### src/rtl/smc_defines.svh
// Opcodes, status bit positions, reset values and timing counts of the command front end
`ifndef SMC_DEFINES_SVH
`define SMC_DEFINES_SVH

// ------------------------------------------------------------
// Opcodes
// ------------------------------------------------------------
`define SMC_OP_SET_WRITE_LATCH   8'h06
`define SMC_OP_CLEAR_WRITE_LATCH 8'h04
`define SMC_OP_STATUS1_READ      8'h05
`define SMC_OP_STATUS1_WRITE     8'h01
`define SMC_OP_STATUS2_WRITE     8'h31
`define SMC_OP_ARRAY_READ        8'h03
`define SMC_OP_ARRAY_WRITE       8'h02
`define SMC_OP_ONETIME_PROGRAM   8'h9B
`define SMC_OP_ONETIME_PREFIX    8'h00
`define SMC_OP_ONETIME_READ      8'h77
`define SMC_OP_DEEP_SLEEP        8'h79

// ------------------------------------------------------------
// Status byte 1 and byte 2 bit positions
// ------------------------------------------------------------
`define SMC_S1_BUSY_BIT          0
`define SMC_S1_WEL_BIT           1
`define SMC_S1_BP_LO_BIT         2
`define SMC_S1_BP_HI_BIT         3
`define SMC_S1_SLEEP_BIT         4
`define SMC_S1_LOCK_BIT          7
`define SMC_S2_AUTO_SLEEP_BIT    0
`define SMC_S2_SLOW_OSC_BIT      1

// ------------------------------------------------------------
// Reset values and frame lengths in bytes
// ------------------------------------------------------------
`define SMC_RST_WEL              1'b0
`define SMC_RST_STATUS2          2'h0
`define SMC_LEN_SINGLE           3'h1
`define SMC_LEN_WITH_DATA        3'h2
`define SMC_LEN_ADDR_DATA        3'h4

// ------------------------------------------------------------
// Timing
// ------------------------------------------------------------
`define SMC_CLK_NS               100
`define SMC_WRITE_TIME_NS        200000
`define SMC_SLOW_ACTIVE_NS       50000
`define SMC_SLOW_IDLE_NS         50000
`define SMC_WRITE_CYCLES         (`SMC_WRITE_TIME_NS / `SMC_CLK_NS)
`define SMC_SLOW_ACTIVE_CYCLES   (`SMC_SLOW_ACTIVE_NS / `SMC_CLK_NS)
`define SMC_SLOW_IDLE_CYCLES     (`SMC_SLOW_IDLE_NS / `SMC_CLK_NS)

`endif

### src/rtl/smc_pkg.sv
// Types shared by the command front end
package smc_pkg;
  typedef logic [7:0] smc_byte_t;
  typedef enum logic [2:0] {ST_OPCODE, ST_ADDR, ST_DATA, ST_READ, ST_STAT_OUT, ST_IGNORE} smc_rx_e;
  typedef enum logic {WC_IDLE, WC_RUN} smc_wc_e;
  typedef enum logic [1:0] {K_ARRAY, K_STATUS1, K_STATUS2, K_ONETIME} smc_kind_e;
endpackage

### src/rtl/smc_fifo.sv
// Show-ahead FIFO with valid and ready on both sides
`timescale 1ns/1ps
module smc_fifo #(
  parameter int WIDTH = 8,
  parameter int DEPTH = 16
) (
  input  wire logic             clk,
  input  wire logic             rst,
  input  wire logic             flush,
  input  wire logic             inValid,
  output logic                  inReady,
  input  wire logic [WIDTH-1:0] inData,
  output logic                  outValid,
  input  wire logic             outReady,
  output logic      [WIDTH-1:0] outData
);
  localparam int AW = $clog2(DEPTH);

  // Refused at elaboration: the pointers wrap correctly only at a power of two
  if (DEPTH < 2 || (1 << AW) != DEPTH) begin
    $error("smc_fifo: DEPTH must be a power of two of at least 2");
  end

  logic [WIDTH-1:0] store [DEPTH];
  logic [AW-1:0]    wrPtr;
  logic [AW-1:0]    rdPtr;
  logic [AW:0]      count;
  logic             push;
  logic             pop;

  assign inReady  = (count != DEPTH[AW:0]);
  assign outValid = (count != '0);
  assign outData  = store[rdPtr];
  assign push     = inValid && inReady;
  assign pop      = outValid && outReady;

  always_ff @(posedge clk) begin
    if (push)
      store[wrPtr] <= inData;
  end

  always_ff @(posedge clk) begin
    if (rst || flush) begin
      wrPtr <= '0;
      rdPtr <= '0;
      count <= '0;
    end else begin
      if (push)
        wrPtr <= wrPtr + 1'b1;
      if (pop)
        rdPtr <= rdPtr + 1'b1;
      if (push && !pop)
        count <= count + 1'b1;
      else if (pop && !push)
        count <= count - 1'b1;
    end
  end
endmodule

### src/rtl/smc_cmd.sv
// Serial command front end of a small non-volatile memory: decode, status bytes, read stream, sleep
//
// Operation
// - Chip select idle and no write running: wait in standby for a command.
// - Deep sleep opcode puts the device into command-entered deep sleep.
// - Status byte 1 read does not wake; sleep flag reads 1 only while sleeping.
// - Auto-sleep on: sleep after array or status 1 write, not status 2.
// - Slow-oscillator on: alternate active and idle periods, lengthening writes.
// - Only the dedicated exit signal or power cycle ends deep sleep.
// - Decode write latch set, write latch clear and status 1 read codes.
// - Decode status byte 1 write and status byte 2 write codes.
// - Decode array read and array write codes.
// - One-time program needs the two-byte prefix; one-time read has its own code (0x77 is not decoded here, the frame is ignored).
// - Write latch clear after power-up; writes with latch clear are not executed.
// - Write latch cleared after latch clear, array, status 1 or status 2 write.
// - Chip select rising mid-byte: instruction fails, write latch unchanged.
// - Status 1 read returns protection bits, busy flag and write latch.
// - Status 1 write changes only the two protect bits and the lock bit.
// - Status 2 write sets both settings; master sets the write latch first.
// - Status 2 write sets busy; completion clears busy and the write latch.
// - Array read: opcode then two address bytes; only fifteen bits used.
// - After read opcode and address, further serial input is ignored.
// - Read data leaves most significant bit first, one byte per eight clocks.
// - Read address increments per byte and wraps to zero after the top.
// - Status 2: auto-sleep at bit 0, slow oscillator at bit 1, volatile.
// - Write latch reported at status 1 bit 1.
// - Sleep flag reported at status 1 bit 4.
`timescale 1ns/1ps
`include "smc_defines.svh"
module smc_cmd #(
  parameter int WRITE_CYCLES       = `SMC_WRITE_CYCLES,
  parameter int SLOW_ACTIVE_CYCLES = `SMC_SLOW_ACTIVE_CYCLES,
  parameter int SLOW_IDLE_CYCLES   = `SMC_SLOW_IDLE_CYCLES,
  parameter int FIFO_DEPTH         = 16
) (
  input  wire logic              ref_clk,
  input  wire logic              rst,
  input  wire logic              chipSelN,
  input  wire logic              serClk,
  input  wire logic              serIn,
  output logic                   serOut,
  output logic                   serOutEn,
  input  wire logic              wakeReq,
  output logic [14:0]            memAddr,
  output logic                   memRdReq,
  input  wire smc_pkg::smc_byte_t memRdData,
  input  wire logic [2:0]        nvInit,
  output logic                   nvWrite,
  output logic [1:0]             blockProtect,
  output logic                   statusLock,
  output logic                   busy,
  output logic                   writeEnableLatch,
  output logic                   deepSleepFlag,
  output logic                   autoSleepAfterWrite,
  output logic                   slowOscillatorWrite,
  output logic                   oscSlowPhase
);
  import smc_pkg::*;

  if (WRITE_CYCLES < 1 || WRITE_CYCLES > 65535 || SLOW_ACTIVE_CYCLES < 1 || SLOW_ACTIVE_CYCLES > 65535 ||
      SLOW_IDLE_CYCLES < 1 || SLOW_IDLE_CYCLES > 65535) begin
    $error("smc_cmd: timing counts must lie in 1..65535");
  end

  // ------------------------------------------------------------
  // Pin synchronisers and edge detection
  // ------------------------------------------------------------
  logic [1:0] csSync;
  logic [1:0] sckSync;
  logic [1:0] sdiSync;
  logic [1:0] wakeSync;
  logic       csPrev;
  logic       sckPrev;
  logic       wakePrev;

  always_ff @(posedge ref_clk) begin
    if (rst) begin
      csSync   <= 2'h3;
      sckSync  <= 2'h0;
      sdiSync  <= 2'h0;
      wakeSync <= 2'h0;
      csPrev   <= 1'b1;
      sckPrev  <= 1'b0;
      wakePrev <= 1'b0;
    end else begin
      csSync   <= {csSync[0], chipSelN};
      sckSync  <= {sckSync[0], serClk};
      sdiSync  <= {sdiSync[0], serIn};
      wakeSync <= {wakeSync[0], wakeReq};
      csPrev   <= csSync[1];
      sckPrev  <= sckSync[1];
      wakePrev <= wakeSync[1];
    end
  end

  logic csActive;
  logic csRise;
  logic sckRise;
  logic sckFall;
  logic wakeRise;

  assign csActive = !csSync[1];
  assign csRise   = csSync[1] && !csPrev;
  assign sckRise  = csActive && sckSync[1] && !sckPrev;
  assign sckFall  = csActive && !sckSync[1] && sckPrev;
  assign wakeRise = wakeSync[1] && !wakePrev;

  // ------------------------------------------------------------
  // Byte receiver and opcode decoder
  // ------------------------------------------------------------
  smc_rx_e   state;
  logic [2:0] bitCnt;
  logic [2:0] byteCnt;
  smc_byte_t shiftIn;
  smc_byte_t opcode;
  smc_byte_t dataByte;
  smc_byte_t addrHi;
  logic      execOk;
  logic      prefixOk;
  logic      fetchOn;
  smc_byte_t rxByte;
  logic      byteDone;

  assign rxByte   = {shiftIn[6:0], sdiSync[1]};
  assign byteDone = sckRise && (bitCnt == 3'h7);

  always_ff @(posedge ref_clk) begin
    if (rst || !csActive) begin
      bitCnt  <= 3'h0;
      byteCnt <= 3'h0;
      shiftIn <= 8'h00;
    end else if (sckRise) begin
      bitCnt  <= bitCnt + 3'h1;
      shiftIn <= rxByte;
      if (bitCnt == 3'h7 && byteCnt != 3'h7)
        byteCnt <= byteCnt + 3'h1;
    end
  end

  always_ff @(posedge ref_clk) begin
    if (rst || !csActive) begin
      state    <= ST_OPCODE;
      fetchOn  <= 1'b0;
      prefixOk <= 1'b0;
    end else if (byteDone) begin
      unique case (state)
        ST_OPCODE: begin
          execOk <= !(busy || deepSleepFlag);
          opcode <= rxByte;
          // only status reads are served while asleep or writing
          if (rxByte == `SMC_OP_STATUS1_READ)
            state <= ST_STAT_OUT;
          else if (busy || deepSleepFlag)
            state <= ST_IGNORE;
          else begin
            unique case (rxByte)
              `SMC_OP_ARRAY_READ, `SMC_OP_ARRAY_WRITE: state <= ST_ADDR;
              `SMC_OP_STATUS1_WRITE, `SMC_OP_STATUS2_WRITE,
              `SMC_OP_ONETIME_PROGRAM: state <= ST_DATA;
              default: state <= ST_IGNORE;
            endcase
          end
        end
        ST_ADDR: begin
          if (byteCnt == 3'h1)
            addrHi <= rxByte;
          else if (opcode == `SMC_OP_ARRAY_READ) begin
            state   <= ST_READ;
            fetchOn <= 1'b1;
          end else
            state <= ST_DATA;
        end
        ST_DATA: begin
          if (byteCnt == 3'h1)
            dataByte <= rxByte;
          // prefix bytes must both be zero
          if (byteCnt == 3'h1)
            prefixOk <= (rxByte == `SMC_OP_ONETIME_PREFIX);
          else if (byteCnt == 3'h2)
            prefixOk <= prefixOk && (rxByte == `SMC_OP_ONETIME_PREFIX);
        end
        // input ignored for the rest of the frame
        ST_READ, ST_STAT_OUT, ST_IGNORE: state <= state;
      endcase
    end
  end

  // Executed at chip select release, only on a whole number of bytes
  logic frameOk;
  logic doSetWel;
  logic doClrWel;
  logic doSleep;
  logic startS1;
  logic startS2;
  logic startArr;
  logic startOtp;
  logic startAny;

  assign frameOk  = csRise && (bitCnt == 3'h0) && execOk && (byteCnt != 3'h0);
  assign doSetWel = frameOk && opcode == `SMC_OP_SET_WRITE_LATCH && byteCnt == `SMC_LEN_SINGLE;
  assign doClrWel = frameOk && opcode == `SMC_OP_CLEAR_WRITE_LATCH && byteCnt == `SMC_LEN_SINGLE;
  assign doSleep  = frameOk && opcode == `SMC_OP_DEEP_SLEEP && byteCnt == `SMC_LEN_SINGLE;
  // writes need the latch; lock blocks status 1 writes
  assign startS1  = frameOk && writeEnableLatch && !statusLock && opcode == `SMC_OP_STATUS1_WRITE &&
                    byteCnt >= `SMC_LEN_WITH_DATA;
  assign startS2  = frameOk && writeEnableLatch && opcode == `SMC_OP_STATUS2_WRITE && byteCnt >= `SMC_LEN_WITH_DATA;
  assign startArr = frameOk && writeEnableLatch && opcode == `SMC_OP_ARRAY_WRITE && byteCnt >= `SMC_LEN_ADDR_DATA;
  assign startOtp = frameOk && writeEnableLatch && prefixOk && opcode == `SMC_OP_ONETIME_PROGRAM &&
                    byteCnt >= `SMC_LEN_ADDR_DATA;
  assign startAny = startS1 || startS2 || startArr || startOtp;

  // ------------------------------------------------------------
  // Self-timed write cycle with optional slow oscillator
  // ------------------------------------------------------------
  smc_wc_e   wcState;
  smc_kind_e wcKind;
  logic [15:0] wcTimer;
  logic [15:0] oscCnt;
  smc_byte_t  pendData;
  logic       wcDone;

  assign wcDone = (wcState == WC_RUN) && (wcTimer == 16'(WRITE_CYCLES - 1)) &&
                  !(slowOscillatorWrite && oscSlowPhase);

  always_ff @(posedge ref_clk) begin
    if (rst) begin
      wcState <= WC_IDLE;
      wcKind  <= K_ARRAY;
      wcTimer <= 16'h0000;
      busy    <= 1'b0;
    end else begin
      unique case (wcState)
        WC_IDLE: begin
          wcTimer <= 16'h0000;
          if (startAny) begin
            wcState  <= WC_RUN;
            busy     <= 1'b1;
            pendData <= dataByte;
            wcKind   <= startS1 ? K_STATUS1 : startS2 ? K_STATUS2 : startArr ? K_ARRAY : K_ONETIME;
          end
        end
        WC_RUN: begin
          if (wcDone) begin
            wcState <= WC_IDLE;
            busy    <= 1'b0;
          end else if (!(slowOscillatorWrite && oscSlowPhase))
            wcTimer <= wcTimer + 16'h0001;
        end
      endcase
    end
  end

  always_ff @(posedge ref_clk) begin
    // active and idle periods alternate during the write
    if (rst || wcState == WC_IDLE || !slowOscillatorWrite) begin
      oscCnt       <= 16'h0000;
      oscSlowPhase <= 1'b0;
    end else if (oscCnt == 16'(oscSlowPhase ? SLOW_IDLE_CYCLES - 1 : SLOW_ACTIVE_CYCLES - 1)) begin
      oscCnt       <= 16'h0000;
      oscSlowPhase <= !oscSlowPhase;
    end else
      oscCnt <= oscCnt + 16'h0001;
  end

  always_ff @(posedge ref_clk) begin
    if (rst) begin
      {statusLock, blockProtect} <= nvInit;
      nvWrite                    <= 1'b0;
    end else begin
      nvWrite <= 1'b0;
      // only protect and lock bits change
      if (wcDone && wcKind == K_STATUS1) begin
        blockProtect[0] <= pendData[`SMC_S1_BP_LO_BIT];
        blockProtect[1] <= pendData[`SMC_S1_BP_HI_BIT];
        statusLock      <= pendData[`SMC_S1_LOCK_BIT];
        nvWrite         <= 1'b1;
      end
    end
  end

  always_ff @(posedge ref_clk) begin
    if (rst)
      {slowOscillatorWrite, autoSleepAfterWrite} <= `SMC_RST_STATUS2;
    else if (wcDone && wcKind == K_STATUS2) begin
      autoSleepAfterWrite <= pendData[`SMC_S2_AUTO_SLEEP_BIT];
      slowOscillatorWrite <= pendData[`SMC_S2_SLOW_OSC_BIT];
    end
  end

  always_ff @(posedge ref_clk) begin
    if (rst)
      writeEnableLatch <= `SMC_RST_WEL;
    // cleared on completion of any write but one-time program, or on latch clear
    else if (doClrWel || (wcDone && wcKind != K_ONETIME))
      writeEnableLatch <= 1'b0;
    else if (doSetWel)
      writeEnableLatch <= 1'b1;
  end

  always_ff @(posedge ref_clk) begin
    if (rst)
      deepSleepFlag <= 1'b0;
    else if (deepSleepFlag && wakeRise)
      deepSleepFlag <= 1'b0;
    // command entry; auto entry after array or status 1 write
    else if (doSleep || (wcDone && autoSleepAfterWrite && (wcKind == K_ARRAY || wcKind == K_STATUS1)))
      deepSleepFlag <= 1'b1;
  end

  // ------------------------------------------------------------
  // Read fetch engine and prefetch buffer
  // ------------------------------------------------------------
  logic      rdPush;
  logic      fifoInReady;
  logic      fifoOutValid;
  logic      fifoPop;
  smc_byte_t fifoOutData;

  always_ff @(posedge ref_clk) begin
    if (rst) begin
      memAddr  <= 15'h0000;
      memRdReq <= 1'b0;
      rdPush   <= 1'b0;
    end else begin
      rdPush   <= memRdReq;
      memRdReq <= fetchOn && !memRdReq && !rdPush && fifoInReady;
      // only fifteen address bits are kept
      if (byteDone && state == ST_ADDR && byteCnt == 3'h2)
        memAddr <= {addrHi[6:0], rxByte};
      // increment per byte, wrapping at the top
      else if (rdPush && fetchOn)
        memAddr <= memAddr + 15'h0001;
    end
  end

  assign fifoPop = sckFall && (bitCnt == 3'h0) && (state == ST_READ);

  smc_fifo #(
    .WIDTH (8),
    .DEPTH (FIFO_DEPTH)
  ) u_prefetch (
    .clk      (ref_clk),
    .rst      (rst),
    .flush    (!csActive),
    .inValid  (rdPush && fetchOn),
    .inReady  (fifoInReady),
    .inData   (memRdData),
    .outValid (fifoOutValid),
    .outReady (fifoPop),
    .outData  (fifoOutData)
  );

  // ------------------------------------------------------------
  // Serial transmitter
  // ------------------------------------------------------------
  smc_byte_t status1;
  smc_byte_t txByte;
  smc_byte_t txShift;

  // status byte 1 layout; sleep bit
  always_comb begin
    status1                      = 8'h00;
    status1[`SMC_S1_BUSY_BIT]    = busy;
    status1[`SMC_S1_WEL_BIT]     = writeEnableLatch;
    status1[`SMC_S1_BP_LO_BIT]   = blockProtect[0];
    status1[`SMC_S1_BP_HI_BIT]   = blockProtect[1];
    status1[`SMC_S1_SLEEP_BIT]   = deepSleepFlag;
    status1[`SMC_S1_LOCK_BIT]    = statusLock;
  end

  // An empty buffer can only follow an out-of-range clock rate; it sends zeros
  assign txByte = (state == ST_STAT_OUT) ? status1 : (fifoOutValid ? fifoOutData : 8'h00);

  always_ff @(posedge ref_clk) begin
    if (rst || !csActive) begin
      serOut   <= 1'b0;
      txShift  <= 8'h00;
      serOutEn <= 1'b0;
    end else begin
      serOutEn <= (state == ST_READ) || (state == ST_STAT_OUT);
      // most significant bit first on falling edges
      if (sckFall && (state == ST_READ || state == ST_STAT_OUT)) begin
        if (bitCnt == 3'h0) begin
          serOut  <= txByte[7];
          txShift <= {txByte[6:0], 1'b0};
        end else begin
          serOut  <= txShift[7];
          txShift <= {txShift[6:0], 1'b0};
        end
      end
    end
  end

  // ------------------------------------------------------------
  // Assertions
  // ------------------------------------------------------------
  property p_wel_kept;
    @(posedge ref_clk) disable iff (rst) (csRise && bitCnt != 3'h0 && !busy) |=> $stable(writeEnableLatch);
  endproperty
  a_wel_kept: assert property (p_wel_kept) else $error("write latch changed on a broken frame");

  property p_wel_clear;
    @(posedge ref_clk) disable iff (rst) doClrWel |=> !writeEnableLatch;
  endproperty
  a_wel_clear: assert property (p_wel_clear) else $error("latch clear command did not clear the latch");

  property p_sleep_enter;
    @(posedge ref_clk) disable iff (rst) doSleep |=> deepSleepFlag;
  endproperty
  a_sleep_enter: assert property (p_sleep_enter) else $error("deep sleep command not taken");

  property p_sleep_hold;
    @(posedge ref_clk) disable iff (rst) (deepSleepFlag && !wakeRise) |=> deepSleepFlag;
  endproperty
  a_sleep_hold: assert property (p_sleep_hold) else $error("left deep sleep without exit signal");

  property p_busy_s2;
    @(posedge ref_clk) disable iff (rst) startS2 |=> busy ##1 busy;
  endproperty
  a_busy_s2: assert property (p_busy_s2) else $error("status 2 write did not raise busy");

  property p_auto_sleep;
    @(posedge ref_clk) disable iff (rst)
      (wcDone && autoSleepAfterWrite && wcKind == K_STATUS1) |=> deepSleepFlag && !busy && !writeEnableLatch;
  endproperty
  a_auto_sleep: assert property (p_auto_sleep) else $error("no auto sleep after status 1 write");

  property p_out_released;
    @(posedge ref_clk) disable iff (rst) csSync[1] |=> !serOutEn;
  endproperty
  a_out_released: assert property (p_out_released) else $error("output driven outside a frame");

  property p_addr_wrap;
    @(posedge ref_clk) disable iff (rst) (rdPush && fetchOn && memAddr == 15'h7FFF && !byteDone) |=> memAddr == 15'h0000;
  endproperty
  a_addr_wrap: assert property (p_addr_wrap) else $error("read address did not wrap to zero");

  property p_read_sticky;
    @(posedge ref_clk) disable iff (rst) (state == ST_READ && csActive) ##1 csActive |-> state == ST_READ;
  endproperty
  a_read_sticky: assert property (p_read_sticky) else $error("input altered a running read");

  property p_standby;
    @(posedge ref_clk) disable iff (rst) !csActive |=> state == ST_OPCODE && bitCnt == 3'h0;
  endproperty
  a_standby: assert property (p_standby) else $error("not waiting for a command while deselected");
endmodule

### config.mk
export PLATFORM = sky130hd
export DESIGN_NAME = smc_cmd
export DESIGN_NICKNAME = d
export VERILOG_FILES = /design/src/rtl/smc_pkg.sv /design/src/rtl/smc_fifo.sv /design/src/rtl/smc_cmd.sv
export VERILOG_INCLUDE_DIRS = /design/src /design/src/rtl
export SDC_FILE = /design/constraint.sdc
export NUM_CORES = 1
export LEC_CHECK = 0
export ABC_AREA = 0
export BUFFER_PORTS_ARGS = -buffer_cell sky130_fd_sc_hd__buf_2
export CAP_MARGIN = 0
export CORE_MARGIN = 5
export CORE_UTILIZATION = 25
export DETAILED_ROUTE_END_ITERATION = 8
export HOLD_SLACK_MARGIN = 0.15
export PLACE_DENSITY = 0.38
export SYNTH_ARGS = -nofsm -noshare
export SYNTH_HDL_FRONTEND = slang
export SYNTH_SLANG_ARGS = --single-unit
### constraint.sdc
create_clock -name ref_clk -period 3.18 [get_ports ref_clk]
set_input_delay 0.318 -clock ref_clk [delete_from_list [all_inputs] [get_ports ref_clk]]
set_output_delay 0.318 -clock ref_clk [all_outputs]
set_load 0.005 [all_outputs]
==> run summary <==
outcome -> finished clean
total number of vias -> 6832
number of synthesized flops with an enable pin -> 157
input/output buffers -> 44
R2R depth -> 11
library cells used by synthesis -> 59
H-tree depth -> 2
Worst Tran Pin Value -> 1090 ps
most common cell after layout, fill and taps aside -> edfxtp_1
most frequent cells in the layout -> 157 x edfxtp_1, 114 x dfxtp_1, 101 x nor2_1, 44 x buf_2, 38 x nand2_1
overall routing resource usage -> 11.2%
layout cells sized above 1 -> 16.6%
Detail Route Antenna Nets -> 0
Area Growth Syn to Fin -> 20.6%
skew final -> 13.2 ps
First-pass DRT Iterations -> 4
WHS Path Cells -> 5
initial core utilization -> 25.3%
crit path DAT -> 3420 ps
postcts setup bufs -> 0
Tcrit/Tclk final -> 93.3%
number of I/O pins -> 45
Fill cells -> 4465
worst-skew pair later-pin latency -> 540 ps
number of global-route vias before repair -> 7083
initial antenna violation count -> 0
synthesized area per cell -> 13.1 um^2
top_reg_cell synth -> edfxtp_1
Netlist Area Pre-Place -> 11200 um^2
sequential element share of the synthesized area -> 62.5%
#FFs+latches synth -> 271
final hold vios -> 0
Post-Route WL -> 27400 um
grt total ovfl -> 0
critical path, cell by cell -> or4_1 > o2111a_1 > inv_1 > ha_1 > inv_1 > ha_1 > nor2b_1 > o21a_1 > or3_1 > a21oi_1 > mux2i_1
Total Power -> 7.78 mW
number of remaining DRC errors -> 0
core area -> 44200 um^2
crit path max fanout -> 5
largest net degree at the start of global routing -> 44
Post-Syn Nets -> 890
CP endpoint kind -> flop
Max rail drop VDD -> 0.295 mV
Hold/Removal Path Class -> in -> reg
Max Freq -> 0.337 GHz
Post-Place Worst Slack -> 235 ps
root buf cell -> clkbuf_16
LEAKAGE -> 4.41 nW
YS warnings -> 0
maximum buffer depth of the clock tree -> 3
pwr dens -> 577 nW/um^2
vias per cell -> 4.39
chip height -> 222 um
TritonCTS Buffers -> 35
row count -> 77
asr flop ratio synth -> 0%
Req. time, crit path -> 3630 ps
CTS tree -> done
Slew Viols, Final -> 0
crit path launch type -> flop
Die X -> 222 um
CTS sink count -> 271
WL/cell -> 17.6 um
Post-Synthesis Cells -> 852
Slew headroom -> 27.4%
Max Cap Viol -> 0
CTS clk-pin slew, worst paths -> 50 ps
Iteration-0 DRC Markers -> 307
CP peak stage delay -> 570 ps
Hold Slack -> 351 ps
RePlAce Congestion -> 0.748
antenna diode instance count -> 0
first-pass GRT wire length -> 43100 um
Worst Slack Setup Final -> 213 ps
critical path's slowest cell -> or4_1
Setup CP Type -> reg -> reg
fin nets -> 976
Sequential Area -> 7000 um^2
die area -> 49100 um^2
DP HPWL -> 17900 um
minimum clock period -> 2970 ps
final count of negative-setup-slack endpoints -> 0
Multi-input gate area -> 3970 um^2
synthesized netlist by cell type (all sizes together), types with 2 or more instances:
library cell / n / area, um^2
a41oi: 3 / 26.3
dfxtp: 114 / 2280
mux4: 32 / 739
or4: 7 / 52.6
nor3: 14 / 70.1
xor2: 30 / 263
mux2: 7 / 78.8
and2: 18 / 113
mux2i: 27 / 270
o211ai: 8 / 60.1
and4: 5 / 43.8
inv: 22 / 82.6
o21ai: 23 / 115
xnor2: 22 / 193
nand4: 14 / 87.6
nor4: 13 / 81.3
a31oi: 5 / 31.3
nand3b: 5 / 37.5
clkbuf: 21 / 81.3
a21oi: 20 / 100
a2111oi: 3 / 32.5
nor2: 101 / 379
or3: 4 / 25.0
nand2: 38 / 143
nor3b: 6 / 50.1
o21a: 2 / 15.0
edfxtp: 157 / 4710
and3: 7 / 43.8
a311oi: 3 / 26.3
buf: 14 / 77.6
a211oi: 15 / 113
a221oi: 7 / 67.6
o2111ai: 2 / 17.5
or3b: 2 / 17.5
ha: 20 / 250
nor2b: 18 / 113
nand4b: 3 / 26.3
nor4b: 4 / 41.3
nand3: 19 / 95.1
nand2b: 5 / 31.3
or2: 3 / 18.8
power breakdown:
| group | switching, mW | total (mW) | internal (mW) | leakage (nW) |
|---|---|---|---|---|
| clock network | 1.50 | 3.99 | 2.48 | 0.559 |
| registers | 0.00566 | 3.71 | 3.71 | 2.34 |
| logic | 0.0494 | 0.0805 | 0.0312 | 1.51 |
| total | 1.56 | 7.78 | 6.22 | 4.41 |
worst max-delay path: cells and delay by family (launching register included):
family	cells	cell delay [ps]
simple gates	3	1020
flops	1	350
compound gates	3	620
mux	1	200
fa+ha+maj	2	520
buf+inv	2	180
flip-flops by register name (all words and copies together), names as in the netlist, 3 cells and up, named ones only:
signal,flops
u_prefetch.store,128
bitCnt,3
byteCnt,3
memAddr,15
u_prefetch.rdPtr,4
dataByte,5
txShift,7
addrHi,7
state,3
oscCnt,16
pendData,5
shiftIn,7
wcTimer,16
u_prefetch.count,5
opcode,8
u_prefetch.wrPtr,4
worst paths after layout:
path                                       endpoint                 from  slack, ps
worst max-delay path            u_prefetch.count[4]  u_prefetch.count[0]        210
worst min-delay path                       state[0]                  rst        350
worst min register to register          pendData[2]          dataByte[2]        420
worst max register to register  u_prefetch.count[4]  u_prefetch.count[0]        210
area by class of cell:
class	instances	share of cell area, %
sequential	271	51.8
tap	592	5.49
timing repair buffer	84	4.13
clock inverter	16	1.58
clock buffer	46	6.95
multi-input combinational	523	29.4
inverter	23	0.640
layer usage:
layer | GRT usage (%) | share of wire, % | vias to the layer above
met1 | 14.9 | 47 | 3340
met4 | 3.18 | 2.2 | 0
met5 | 0 | 0 | -
met2 | 18.1 | 46 | 94
li1 | - | - | 3355
met3 | 2.74 | 4.1 | 43
through the flow:
| stage | utilization, % | area [um^2] | cells | TNS (ps) |
|---|---|---|---|---|
| 2_1_floorplan | - | 11200 | 852 | 0 |
| 3_3_place_gp | 27.6 | 12200 | 1478 | 0 |
| 3_5_place_dp | 27.6 | 12200 | 1478 | 0 |
| 4_1_cts | 30.5 | 13500 | 1555 | 0 |
| 5_1_grt | 30.5 | 13500 | 1555 | -2.55 |
| 6_report | 30.5 | 13500 | 1555 | 0 |
kinds of logic (layout without fill, tap and decap cells):
logic type | Yosys count | in the layout | synth area share, %
AND/OR/NAND/NOR | 288 | 288 | 13.3
adder cells (fa/ha/maj) | 21 | 21 | 2.41
multiplexers | 66 | 66 | 9.72
buffers and inverters | 58 | 169 | 2.19
XOR/XNOR | 52 | 52 | 4.07
flip-flops | 271 | 271 | 62.5
AO/OA/AOI/OAI | 96 | 96 | 5.83
repair_timing:
| action | 4_1_cts | 5_1_grt |
|---|---|---|
| endpoints found under the setup margin | 0 | 1 |
| hold buffers | 15 | 0 |
| endpoints found under the hold margin | 135 | 0 |
| resized for setup | 0 | 1 |
Power figures use the tool's default switching activity.
